**config.mk**
```make
export PLATFORM = sky130hd
export DESIGN_NAME = gcrb_top
export DESIGN_NICKNAME = d
export VERILOG_FILES = /design/src/gcrb_pkg.sv /design/src/gcrb_bank_decode.sv /design/src/gcrb_top.sv
export SDC_FILE = /design/constraint.sdc
export NUM_CORES = 1
export LEC_CHECK = 0
export CAP_MARGIN = 0
export CORE_AREA = 2 2 75 77
export CTS_CLUSTER_DIAMETER = 120
export CTS_CLUSTER_SIZE = 25
export DETAILED_ROUTE_END_ITERATION = 10
export DIE_AREA = 0 0 77 79
export DONT_BUFFER_PORTS = 1
export GPL_ROUTABILITY_DRIVEN = 0
export PLACE_DENSITY = 0.65
export SETUP_SLACK_MARGIN = 0.05
export SYNTH_ARGS = -nofsm -noshare
export SYNTH_HDL_FRONTEND = slang
export SYNTH_SLANG_ARGS = --single-unit
```
**constraint.sdc**
```tcl
create_clock -name clock -period 1.29 [get_ports clock]
set_clock_uncertainty 0.1 [all_clocks]
set_input_delay 0.129 -clock clock [delete_from_list [all_inputs] [get_ports clock]]
set_output_delay 0.129 -clock clock [all_outputs]
set_load 0.01 [all_outputs]
```
**src/gcrb_pkg.sv**
```systemverilog
package gcrb_pkg;
  // Global register indexes
  localparam logic [7:0] GCRB_IDX_SWRST   = 8'h02;
  localparam logic [7:0] GCRB_IDX_LDSEL   = 8'h07;
  localparam logic [7:0] GCRB_IDX_PART1   = 8'h20;
  localparam logic [7:0] GCRB_IDX_PART2   = 8'h21;
  localparam logic [7:0] GCRB_IDX_MAKER1  = 8'h23;
  localparam logic [7:0] GCRB_IDX_MAKER2  = 8'h24;
  // Bank register offsets (per logical device)
  localparam logic [7:0] GCRB_OFS_ENABLE  = 8'h30;
  localparam logic [7:0] GCRB_OFS_BASE_HI = 8'h60;
  localparam logic [7:0] GCRB_OFS_BASE_LO = 8'h61;
  localparam logic [7:0] GCRB_OFS_IRQSEL  = 8'h70;
  // Logical device numbers
  localparam logic [7:0] GCRB_LD_SERIAL   = 8'h01;
  localparam logic [7:0] GCRB_LD_HWMON    = 8'h04;
  localparam logic [7:0] GCRB_LD_KEYBOARD = 8'h05;
  localparam logic [7:0] GCRB_LD_GPIO     = 8'h06;
  localparam logic [7:0] GCRB_LD_WATCHDOG = 8'h07;
  localparam logic [7:0] GCRB_LD_INFRARED = 8'h08;
  localparam logic [7:0] GCRB_LD_WAKE     = 8'h0A;
  // Field positions, widths and reset values
  localparam int         GCRB_SWRST_BIT   = 0;
  localparam int         GCRB_ENABLE_BIT  = 0;
  localparam int         GCRB_IRQSEL_W    = 4;
  localparam logic [7:0] GCRB_RST_BYTE    = 8'h00;
  // Soft reset pulse length in clocks
  localparam int         GCRB_SWRST_CYC   = 2;
  // Number of banks in the one-hot decode
  localparam int         GCRB_NBANK       = 7;
endpackage

```
**src/gcrb_bank_decode.sv**
```systemverilog
`timescale 1ns/100ps
`default_nettype none
// Turns the logical device number into a one-hot bank select
module gcrb_bank_decode
  import gcrb_pkg::*;
(
  // Selected device number
  input  wire logic [7:0]         ldsel,
  // One-hot: serial, hwmon, keyboard, gpio, watchdog, infrared, wake
  output logic [GCRB_NBANK-1:0]   bank_onehot,
  // No known bank selected
  output logic                    bank_none
);
  localparam logic [7:0] LD_TABLE [GCRB_NBANK] = '{GCRB_LD_SERIAL, GCRB_LD_HWMON,
    GCRB_LD_KEYBOARD, GCRB_LD_GPIO, GCRB_LD_WATCHDOG, GCRB_LD_INFRARED, GCRB_LD_WAKE};

  // One comparator per bank
  for (genvar g = 0; g < GCRB_NBANK; g++) begin : g_cmp
    assign bank_onehot[g] = (ldsel == LD_TABLE[g]);
  end
  assign bank_none = ~|bank_onehot;
endmodule
`default_nettype wire

```
**src/gcrb_top.sv**
```systemverilog
`timescale 1ns/100ps
`default_nettype none
module gcrb_top
  import gcrb_pkg::*;
#(
  parameter logic [7:0] PART_CODE_FIRST   = 8'hA5, // Arbitrary value
  parameter logic [7:0] PART_CODE_SECOND  = 8'h5A, // Arbitrary value
  parameter logic [7:0] MAKER_CODE_FIRST  = 8'hC3, // Arbitrary value
  parameter logic [7:0] MAKER_CODE_SECOND = 8'h3C  // Arbitrary value
)(
  // Clock and reset
  input  wire logic                  clock,
  input  wire logic                  rst_n,
  // Configuration index/data access
  input  wire logic [7:0]            cfg_index,
  input  wire logic [7:0]            cfg_wdata,
  input  wire logic                  cfg_wr,
  input  wire logic                  cfg_rd,
  output logic      [7:0]            cfg_rdata,
  // Main-domain reset toward the other device logic
  output logic                       main_reset,
  // Bank selection seen by the device blocks
  output logic      [7:0]            logical_device_select,
  output logic      [GCRB_NBANK-1:0] bank_onehot,
  // Infrared remote settings
  output logic                       infrared_remote_enable,
  output logic      [15:0]           infrared_remote_base,
  output logic      [GCRB_IRQSEL_W-1:0] infrared_remote_irq,
  // Wake event settings
  output logic                       wake_event_enable
);
  // Reset synchroniser: async assert, clocked release
  logic sync1_r;
  logic sync2_r;
  always_ff @(posedge clock or negedge rst_n) begin
    if (!rst_n) begin
      sync1_r <= 1'b0;
      sync2_r <= 1'b0;
    end else begin
      sync1_r <= 1'b1;
      sync2_r <= sync1_r;
    end
  end

  // Register state and next values
  logic [7:0]               ldsel_r,  ldsel_nxt;   // Device select
  logic                     ir_en_r,  ir_en_nxt;   // Infrared enable
  logic [7:0]               ir_bhi_r, ir_bhi_nxt;  // Infrared base high
  logic [7:0]               ir_blo_r, ir_blo_nxt;  // Infrared base low
  logic [GCRB_IRQSEL_W-1:0] ir_irq_r, ir_irq_nxt;  // Infrared irq select
  logic                     wk_en_r,  wk_en_nxt;   // Wake enable
  logic [1:0]               srst_r,   srst_nxt;    // Soft reset countdown
  logic [7:0]               rdata_r,  rdata_nxt;   // Read data
  logic [GCRB_NBANK-1:0]    bank_sel;              // Decoded bank
  logic                     sw_reset_hit;          // Soft reset request

  // Bank decode
  gcrb_bank_decode u_decode (
    .ldsel       (ldsel_r),
    .bank_onehot (bank_sel),
    .bank_none   ()
  );
  // No-bank flag unused: every bank access already tests its own select bit

  // Soft reset is a write of 1 to bit0 of 02h; other bits are ignored
  assign sw_reset_hit = cfg_wr && (cfg_index == GCRB_IDX_SWRST)
                        && cfg_wdata[GCRB_SWRST_BIT];

  // Next-state for the configuration registers
  always_comb begin
    ldsel_nxt  = ldsel_r;
    ir_en_nxt  = ir_en_r;
    ir_bhi_nxt = ir_bhi_r;
    ir_blo_nxt = ir_blo_r;
    ir_irq_nxt = ir_irq_r;
    wk_en_nxt  = wk_en_r;
    srst_nxt   = (srst_r != 2'd0) ? srst_r - 2'd1 : 2'd0;
    if (srst_r != 2'd0) begin
      // Main-domain registers held at defaults while the pulse runs
      ldsel_nxt  = GCRB_RST_BYTE;
      ir_en_nxt  = 1'b0;
      ir_bhi_nxt = GCRB_RST_BYTE;
      ir_blo_nxt = GCRB_RST_BYTE;
      ir_irq_nxt = '0;
      wk_en_nxt  = 1'b0;
    end else if (sw_reset_hit) begin
      // Start the reset pulse; nothing else stored this cycle
      srst_nxt = 2'(GCRB_SWRST_CYC);
    end else if (cfg_wr) begin
      // Identity indexes are not decoded for write, so writes vanish
      if (cfg_index == GCRB_IDX_LDSEL) begin
        ldsel_nxt = cfg_wdata;
      end else if (bank_sel[5] && cfg_index == GCRB_OFS_ENABLE) begin
        ir_en_nxt = cfg_wdata[GCRB_ENABLE_BIT];
      end else if (bank_sel[5] && cfg_index == GCRB_OFS_BASE_HI) begin
        ir_bhi_nxt = cfg_wdata;
      end else if (bank_sel[5] && cfg_index == GCRB_OFS_BASE_LO) begin
        ir_blo_nxt = cfg_wdata;
      end else if (bank_sel[5] && cfg_index == GCRB_OFS_IRQSEL) begin
        ir_irq_nxt = cfg_wdata[GCRB_IRQSEL_W-1:0];
      end else if (bank_sel[6] && cfg_index == GCRB_OFS_ENABLE) begin
        wk_en_nxt = cfg_wdata[GCRB_ENABLE_BIT];
      end
    end
  end

  // Read mux; unmapped or reserved reads return zero
  always_comb begin
    rdata_nxt = rdata_r;
    if (cfg_rd) begin
      rdata_nxt = 8'h00;
      if (cfg_index == GCRB_IDX_SWRST) begin
        rdata_nxt = 8'h00;
      end else if (cfg_index == GCRB_IDX_LDSEL) begin
        rdata_nxt = ldsel_r;
      end else if (cfg_index == GCRB_IDX_PART1) begin
        rdata_nxt = PART_CODE_FIRST;
      end else if (cfg_index == GCRB_IDX_PART2) begin
        rdata_nxt = PART_CODE_SECOND;
      end else if (cfg_index == GCRB_IDX_MAKER1) begin
        rdata_nxt = MAKER_CODE_FIRST;
      end else if (cfg_index == GCRB_IDX_MAKER2) begin
        rdata_nxt = MAKER_CODE_SECOND;
      end else if (bank_sel[5] && cfg_index == GCRB_OFS_ENABLE) begin
        rdata_nxt = {7'h00, ir_en_r};
      end else if (bank_sel[5] && cfg_index == GCRB_OFS_BASE_HI) begin
        rdata_nxt = ir_bhi_r;
      end else if (bank_sel[5] && cfg_index == GCRB_OFS_BASE_LO) begin
        rdata_nxt = ir_blo_r;
      end else if (bank_sel[5] && cfg_index == GCRB_OFS_IRQSEL) begin
        rdata_nxt = {4'h0, ir_irq_r};
      end else if (bank_sel[6] && cfg_index == GCRB_OFS_ENABLE) begin
        rdata_nxt = {7'h00, wk_en_r};
      end
    end
  end

  // Register stage; constants only under reset
  always_ff @(posedge clock or negedge sync2_r) begin
    if (!sync2_r) begin
      ldsel_r  <= GCRB_RST_BYTE;
      ir_en_r  <= 1'b0;
      ir_bhi_r <= GCRB_RST_BYTE;
      ir_blo_r <= GCRB_RST_BYTE;
      ir_irq_r <= '0;
      wk_en_r  <= 1'b0;
      srst_r   <= 2'd0;
      rdata_r  <= 8'h00;
    end else begin
      ldsel_r  <= ldsel_nxt;
      ir_en_r  <= ir_en_nxt;
      ir_bhi_r <= ir_bhi_nxt;
      ir_blo_r <= ir_blo_nxt;
      ir_irq_r <= ir_irq_nxt;
      wk_en_r  <= wk_en_nxt;
      srst_r   <= srst_nxt;
      rdata_r  <= rdata_nxt;
    end
  end

  // Outputs, all from flip-flops except the decoded bank and main_reset
  assign cfg_rdata              = rdata_r;
  assign main_reset             = (srst_r != 2'd0);
  assign logical_device_select  = ldsel_r;
  assign bank_onehot            = bank_sel;
  assign infrared_remote_enable = ir_en_r;
  assign infrared_remote_base   = {ir_bhi_r, ir_blo_r};
  assign infrared_remote_irq    = ir_irq_r;
  assign wake_event_enable      = wk_en_r;
endmodule
`default_nettype wire

```
Word level (Yosys, flattened, before mapping)
Cells that the tools add are included.
- $add $sub $neg: 1
- eq/ne operators: 23
- mux-type cells: 53
- reductions and logical operators: 21
- operators with widths (operator ; number):
    2-to-1 mux 8 bit ; 26
    == test 8 x 3 -> 1 bit, second input constant ; 5
    == test 8 x 6 -> 1 bit, second input constant ; 5
    2-to-1 mux 4 bit ; 9
    == test 8 x 7 -> 1 bit, second input constant ; 3
    == test 8 x 4 -> 1 bit, second input constant ; 2
    nonzero test 2 bit ; 8
    2-to-1 mux 1 bit ; 15
    != test 2 bit, second input constant ; 6
    == test 8 x 1 -> 1 bit, second input constant ; 1
    == test 8 x 2 -> 1 bit, second input constant ; 1
    AND reduction 8 bit ; 1
    logical AND 1 bit ; 7
    AND reduction 7 bit ; 1
    2-to-1 mux 2 bit ; 3
    AND reduction 6 bit ; 1
    AND reduction 5 bit ; 1
    AND reduction 4 bit ; 1
    AND reduction 3 bit ; 1
    subtractor 2 x 1 -> 2 bit, second input constant ; 1
- bits in registers: 42
- output and inout port bits: 46

Depth between registers and ports, before layout
Gate-level depths: netlist (run 1).
- depth after elaboration: 13
- depth in mapped cells: 7

Cells and area by module
A second synthesis (run 1) with hierarchy kept.
- cells, all modules: 255
- area total of the unflattened synthesis: 2357.3 µm²
- modules (own cells, without submodules) (module ; times used ; cells an instance ; area each (µm²) ; seq. area each (µm²)):
    gcrb_top ; 1 ; 239 ; 2234.6 ; 1051.0
    gcrb_bank_decode ; 1 ; 16 ; 122.6 ; 0.0

Worst setup path after synthesis (run 1)
No wires, ideal clock.
- path type: register to register
- start point: reg ldsel_r[5] (netlist: logical_device_select[5])
- end point: reg ir_blo_r[1]
- setup time: 0.132 ns
- data arrival time: 1.900 ns
- setup slack: -0.842 ns
- cell stages (with the launch flop): 7
- path buffers: 1
- period minus slack after synthesis: 2.132 ns
- path through: dfrtp_1 > nor4_4 > nand4_2 > or4b_1 > buf_4 > mux2i_1 > nor2_1
- cells in the longest elaborated chain, start to end: 4
- elaborated cells on any way between the ends: 8
- RTL lines (what ; RTL line ; source):
    start: declaration ; gcrb_top.sv:46 ; logic [7:0] ldsel_r, ldsel_nxt;
    start signal: assignment ; gcrb_top.sv:150 ; ldsel_r <= ldsel_nxt;
    == test 8 x 4 -> 1 bit * ; gcrb_bank_decode.sv:19 ; assign bank_onehot[g] = (ldsel == LD_TABLE[g]);
    logical AND 1 bit (on tied branches) ; gcrb_top.sv:95, gcrb_top.sv:93, gcrb_top.sv:97 ;
    != test 2 bit (no source line) / nonzero test 2 bit (equally long branches) ; -- ;
    AND reduction 6 bit (no source line) * ; -- ;
    end signal: assignment ; gcrb_top.sv:153 ; ir_blo_r <= ir_blo_nxt;
    end: declaration ; gcrb_top.sv:49 ; logic [7:0] ir_blo_r, ir_blo_nxt;
Mark *: on every way between the ends. The rest lies on a longest branch, timed or not.
A chain may end at the register's enable or synchronous reset.

Worst setup path after layout (run 1)
- start point: reg ldsel_r[6] (netlist: logical_device_select[6])
- end point: reg ir_irq_r[0] (netlist: infrared_remote_irq[0])
- cells in the longest elaborated chain, start to end: 4
- elaborated cells on any way between the ends: 10
- RTL lines (what ; RTL line ; source):
    == test 8 x 4 -> 1 bit * ; gcrb_bank_decode.sv:19 ;
    logical AND 1 bit (on tied branches) ; -- ;
    != test 2 bit (no source line) / nonzero test 2 bit (equally long branches) ; -- ;
    AND reduction 7 bit (no source line) * ; -- ;
    end signal: assignment ; gcrb_top.sv:154 ; ir_irq_r <= ir_irq_nxt;
    end: declaration ; gcrb_top.sv:50 ; logic [GCRB_IRQSEL_W-1:0] ir_irq_r, ir_irq_nxt;
Marks and branches as above.

==> reports/metrics.yaml, run 1 <==
outcome:
  outcome: "finished, violations left"
  violations: "setup timing"
detailed_routing:
  wl_met2_um: 3760
  drtIter0Drc: 192
  top_layer_used: "met4"
  ant_nets: 0
  drt-met1-wl_um: 3140
  routed_wl_um: 7780
  vias: 2230
  wl_per_cell_um: 20.3
  firstDrtPassIters: 5
  met3RoutedLength_um: 735
  route.detailed.drc: 0
  viasPerCell: 5.81
global_routing:
  grt_pass1_wl_um: 11600
  grt_max_degree: 41
  grt_overflow: 0
  grtUsageTotal_pct: 24.8
  grt_pass1_vias: 2195
  antenna_found_initial: 0
pwr:
  power_mw: 2.82
  peakVddDrop_mv: 0.689
  power.density_nw_per_um2: 842
  netSwitchingPower_mw: 0.793
  clkPwrFrac_pct: 32.5
  internal-power_mw: 2.03
  switching_share_pct: 28.1
  total_leakage_power_nw: 1.65
  p_seq_share_pct: 48.7
  p_comb_share_pct: 18.8
synthesis:
  synth_top_area_share_pct: 45.7
  ys_ff_latch: 42
  yosysTopAreaCell: "dfrtp_1"
  ys_seq_area_share_pct: 45.7
  synth_edf_count: 0
  synth.area.top_cells: "dfrtp_1 46%, mux2i_1 11%, nor2_1 5.2%, nand2_1 4.6%, o21ai_0 4.1%"
  synth_ff_type: "dfrtp_1"
  syn_inst: 241
  synth.distinct_cells: 48
  synthesis.nets: 261
  yosys_warnings: 0
  syn-cell-area_sq_um: 2300
  syn_avg_cell_area_sq_um: 9.54
  async_flop_share_pct: 100
floorplan:
  fp-row-count: 27
  start_util_pct: 43.1
  die_h_um: 79
  coreArea_sq_um: 5340
  dieArea_sq_um: 6080
  ios: 66
  fp.dieW_um: 77
worst_setup_path:
  crit_required_ps: 1380
  timing.critical_path.from: "logical_device_select[6]$_DFFE_PN0P_"
  crit_arrival_ps: 2150
  critPathCaptureType: "flop"
  r2r-start: "logical_device_select[6]$_DFFE_PN0P_"
  startpoint_type: "flop"
  critPathKind: "reg2reg"
  crit_fanout: 5
clock_network:
  cts_sinks: 42
  cts_tree: "done"
  htree_levels: 2
  insertion_delay_ps: 290
  path_clk_slew_ps: 90
  cts_buffer_depth: 2
  numCtsBuffers: 5
  clock-root-buffer: "clkbuf_8"
placed_design:
  placed_cell_area_sq_um: 2790
  io_buffers: 0
  dp.cells: 353
  dpl_worst_slack_ps: -708
  dp_hpwl_um: 5300
sta:
  maxSlewViolCount: 0
  layout_worst_path_cycle_share_pct: 159
  fin_crit_ps: 2060
  setup_ws_ps: -766
  whs_ps: 5.85
  setup_tns_ps: -22970
  fmax_mhz: 486
  hold_viol_final: 0
  rsz0062_at_grt: "yes"
  setup_viol: 44
cells_and_area:
  fillCellCount: 454
  finalNetCount: 331
  layout.cells.non_filler: 384
  ff_latch_area_sq_um: 1050
  design_area_sq_um: 3350
  layout-drive-gt1-share_pct: 37.5
  multiInputGateArea_sq_um: 1410
  n_antenna_cell: 0
  final_util_pct: 62.7
  area_delta_synth_final_pct: 45.7
worst_hold_path:
  min-delay-start: "cfg_rd"
  hold_class: "in2reg"
run:
  cap_violations: 0
## power groups by stage
stage | logic, mW | registers [mW] | clock network, mW
finish | 0.531 | 1.37 | 0.915
detailed placement | 0.359 | 1.40 | 0
global placement | 0.354 | 1.40 | 0
global route | 0.567 | 1.38 | 0.985
floorplan | 0.176 | 1.44 | 0
CTS | 0.456 | 1.37 | 0.935
## worst max-delay path, cell delays in order, from the launching register on
cell     delay [ps]
dfrtp_2         430
nor4_4          320
buf_4           190
nand4_1         190
nor4b_4         280
buf_4           190
mux2i_1         190
nor2_1           50
## cell usage after synthesis, types with 2 or more instances
master / number
a21oi_1: 6
a22oi_1: 4
and2_1: 2
and3_1: 4
and4_1: 2
buf_2: 3
clkbuf_1: 6
dfrtp_1: 42
inv_1: 6
mux2_2: 2
mux2i_1: 26
nand2_1: 28
nand3_1: 4
nand4_1: 4
nand4_2: 2
nor2_1: 32
nor2b_1: 4
nor3_1: 9
nor3b_1: 3
nor4_1: 2
o211ai_1: 5
o21ai_0: 19
## logic make-up (layout without fill, tap and decap cells)
logic type | count (synthesis) | count (layout) | synth area share [%]
xor gates and xnor gates | 1 | 1 | 0.381
DFF | 42 | 42 | 45.7
other | 1 | 1 | 0.163
buffers and inverters | 17 | 88 | 3.10
and+or+nand+nor | 109 | 109 | 26.7
muxes | 28 | 28 | 12.3
AOI/OAI and AO/OA | 43 | 43 | 11.7
## state kept, by name, summed over array words and instances (netlist names)
name	flops
ir_bhi_r	8
infrared_remote_enable	1
logical_device_select	8
sync2_r	1
cfg_rdata	8
infrared_remote_irq	4
ir_blo_r	8
sync1_r	1
srst_r	2
wake_event_enable	1
## layout by cell type, fill, tap and decap left out, types with 5 or more instances in the layout
master,Yosys,layout
a21oi_1,6,5
buf_4,1,49
buf_6,0,6
clkbuf_8,0,6
dfrtp_1,42,40
dlygate4sd3_1,0,13
inv_1,6,5
mux2i_1,26,26
nand2_1,28,19
nand2_4,0,6
nor2_1,32,27
o211ai_1,5,5
o21ai_0,19,6
o21ai_1,0,7
o21ai_2,0,6
## timing repair
action,CTS,global route
buffers inserted,5,6
gates cloned,0,2
endpoints found under the setup margin,46,48
pin swaps,20,26
endpoints found under the hold margin,36,0
resized for setup,22,40
hold buffers,13,0
## layer usage
metal  vias up  GRT usage [%]
li1       1012              -
met2       130           41.3
met3        17           6.59
met5         -              0
met4         0           5.71
met1      1071           32.7
## path summary, 6_finish.rpt
check / slack (ps) / end / cells past startpoint
max in group asynchronous: 470 / sync2_r$_DFF_PN0_ / 2
max reg2reg: -770 / infrared_remote_irq[0]$_DFFE_PN0P_ / 7
min: 6 / cfg_rdata[3]$_DFFE_PN0P_ / 3
min in group asynchronous: 130 / logical_device_select[2]$_DFFE_PN0P_ / 1
max: -770 / infrared_remote_irq[0]$_DFFE_PN0P_ / 7
min reg2reg: 130 / logical_device_select[2]$_DFFE_PN0P_ / 1
## layout make-up
| cell class | count | share of cell area (%) |
|---|---|---|
| Inverter | 7 | 0.859 |
| Clock inverter | 1 | 0.262 |
| Multi-Input combinational cell | 182 | 42.0 |
| Clock buffer | 7 | 2.58 |
| Timing Repair Buffer | 73 | 20.2 |
| Sequential cell | 42 | 31.5 |
| Tap cell | 72 | 2.69 |
(Power assumes the default switching activity.)
==> run 2: changes to the inputs <==
--- a/config.mk
+++ b/config.mk
@@ -6,14 +6,14 @@
 export NUM_CORES = 1
 export LEC_CHECK = 0
 export CAP_MARGIN = 0
-export CORE_AREA = 2 2 75 77
+export CORE_AREA = 2 2 68 70
 export CTS_CLUSTER_DIAMETER = 120
 export CTS_CLUSTER_SIZE = 25
 export DETAILED_ROUTE_END_ITERATION = 10
-export DIE_AREA = 0 0 77 79
+export DIE_AREA = 0 0 70 72
 export DONT_BUFFER_PORTS = 1
 export GPL_ROUTABILITY_DRIVEN = 0
-export PLACE_DENSITY = 0.65
+export PLACE_DENSITY = 0.77
 export SETUP_SLACK_MARGIN = 0.05
 export SYNTH_ARGS = -nofsm -noshare
 export SYNTH_HDL_FRONTEND = slang
==> reports/metrics.yaml, run 2 (synthesis results as in run 1) <==
worst_setup_path:
  critPathCaptureType: "flop"
  critPathKind: "reg2reg"
  crit_arrival_ps: 2200
  crit_fanout: 8
  crit_required_ps: 1390
  startpoint_type: "flop"
detailed_routing:
  vias: 2430
  ant_nets: 0
  viasPerCell: 6.60
  route.detailed.drc: 0
  drtIter0Drc: 297
  routed_wl_um: 8630
  wl_per_cell_um: 23.4
  firstDrtPassIters: 7
global_routing:
  grt_pass1_wl_um: 12300
  grt_pass1_vias: 2293
  grt_overflow: 0
  grtUsageTotal_pct: 31.8
  grt_max_degree: 22
  antenna_found_initial: 1
clock_network:
  cts_sinks: 42
  cts_tree: "done"
  htree_levels: 2
  path_clk_slew_ps: 80
  cts_buffer_depth: 2
  clock-root-buffer: "clkbuf_8"
  numCtsBuffers: 5
  insertion_delay_ps: 300
floorplan:
  dieArea_sq_um: 5040
  coreArea_sq_um: 4260
  ios: 66
  fp-row-count: 24
  die_h_um: 72
  fp.dieW_um: 70
  start_util_pct: 53.9
placed_design:
  dp_hpwl_um: 5100
  dp.cells: 334
  io_buffers: 0
cells_and_area:
  finalNetCount: 334
  area_delta_synth_final_pct: 48.6
  mostFrequentLayoutCell: "buf_4"
  layout-drive-gt1-share_pct: 39.0
  final_cell_mix: "51 x buf_4, 40 x dfrtp_1, 27 x nor2_1, 26 x mux2i_1, 17 x nand2_1"
  layout.cells.non_filler: 368
pwr:
  peakVddDrop_mv: 1.04
  p_comb_share_pct: 18.2
  p_seq_share_pct: 46.5
  power_mw: 2.96
  power.density_nw_per_um2: 866
  switching_share_pct: 27.2
  internal-power_mw: 2.15
  netSwitchingPower_mw: 0.804
  clkPwrFrac_pct: 35.3
  total_leakage_power_nw: 1.68
sta:
  layout_worst_path_cycle_share_pct: 163
  hold_viol_final: 0
  whs_ps: 13.2
  setup_viol: 46
  maxSlewViolCount: 0
  setup_ws_ps: -815
  rsz0062_at_grt: "yes"
  fmax_mhz: 475
  fin_crit_ps: 2100
outcome:
  violations: "setup timing"
  outcome: "finished, violations left"
worst_hold_path:
  hold_class: "in2reg"
run:
  cap_violations: 0
run 2: critical path, stage by stage, from the launching register on:
cell and delay, ps:
dfrtp_1 420, buf_4 200, nor2_1 300, nand4_1 230, nor4b_4 260, buf_4 190
mux2i_1 230, nor2_1 60
run 2: repair_timing:
| item | CTS | global route |
|---|---|---|
| hold buffers | 11 | 2 |
| setup buffers | 9 | 4 |
| pin swaps | 18 | 29 |
| endpoints found under the setup margin | 46 | 47 |
| gates cloned | 2 | 1 |
| endpoints found under the hold margin | 37 | 11 |
| resized for setup | 29 | 44 |
run 2: worst paths after layout:
check	slack [ps]	start	cells after the start	endpoint
min	10	cfg_index[2]	3	srst_r[1]$_DFF_PN0_
max	-810	logical_device_select[1]$_DFFE_PN0P_	7	infrared_remote_irq[1]$_DFFE_PN0P_
min in group asynchronous	140	sync2_r$_DFF_PN0_	1	ir_blo_r[2]$_DFFE_PN0P_
min reg2reg	140	sync2_r$_DFF_PN0_	1	ir_blo_r[2]$_DFFE_PN0P_
max reg2reg	-810	logical_device_select[1]$_DFFE_PN0P_	7	infrared_remote_irq[1]$_DFFE_PN0P_
max in group asynchronous	470	rst_n	2	sync2_r$_DFF_PN0_
run 2: layout make-up:
cell class                      count  area [sq um]
Antenna cell                        1          2.50
Clock buffer                        6          72.6
Clock inverter                      2          37.5
Fill cell                         230           850
Inverter                            7          28.8
Multi-Input combinational cell    182          1430
Sequential cell                    42          1050
Tap cell                           52          65.1
Timing Repair Buffer               76           726
run 2: per-layer routing:
layer  vias up  GRT usage, %  wire [um]
li1       1015             -          -
met5         -             0          0
met2       180          50.6       4090
met4         0          10.9        355
met1      1199          41.7       3360
met3        36          10.1        820
run 2: power by group through the flow:
stage	clock (mW)	sequential, mW	combinational [mW]
3_5_place_dp	0	1.40	0.347
2_1_floorplan	0	1.44	0.176
4_1_cts	1.05	1.37	0.479
5_1_grt	1.10	1.38	0.566
3_3_place_gp	0	1.39	0.341
6_report	1.05	1.38	0.538
run 2: per-stage QoR:
| stage | worst slack [ps] | setup TNS [ps] | cell area (sq um) | utilization, % |
|---|---|---|---|---|
| 3_3_place_gp | -660 | -20040 | 2760 | 64.8 |
| 2_1_floorplan | -824 | -19460 | 2370 | - |
| 6_report | -815 | -25020 | 3410 | 80.1 |
| 4_1_cts | -702 | -22330 | 3240 | 76.0 |
| 5_1_grt | -924 | -27860 | 3410 | 80.0 |
| 3_5_place_dp | -740 | -22430 | 2760 | 64.8 |
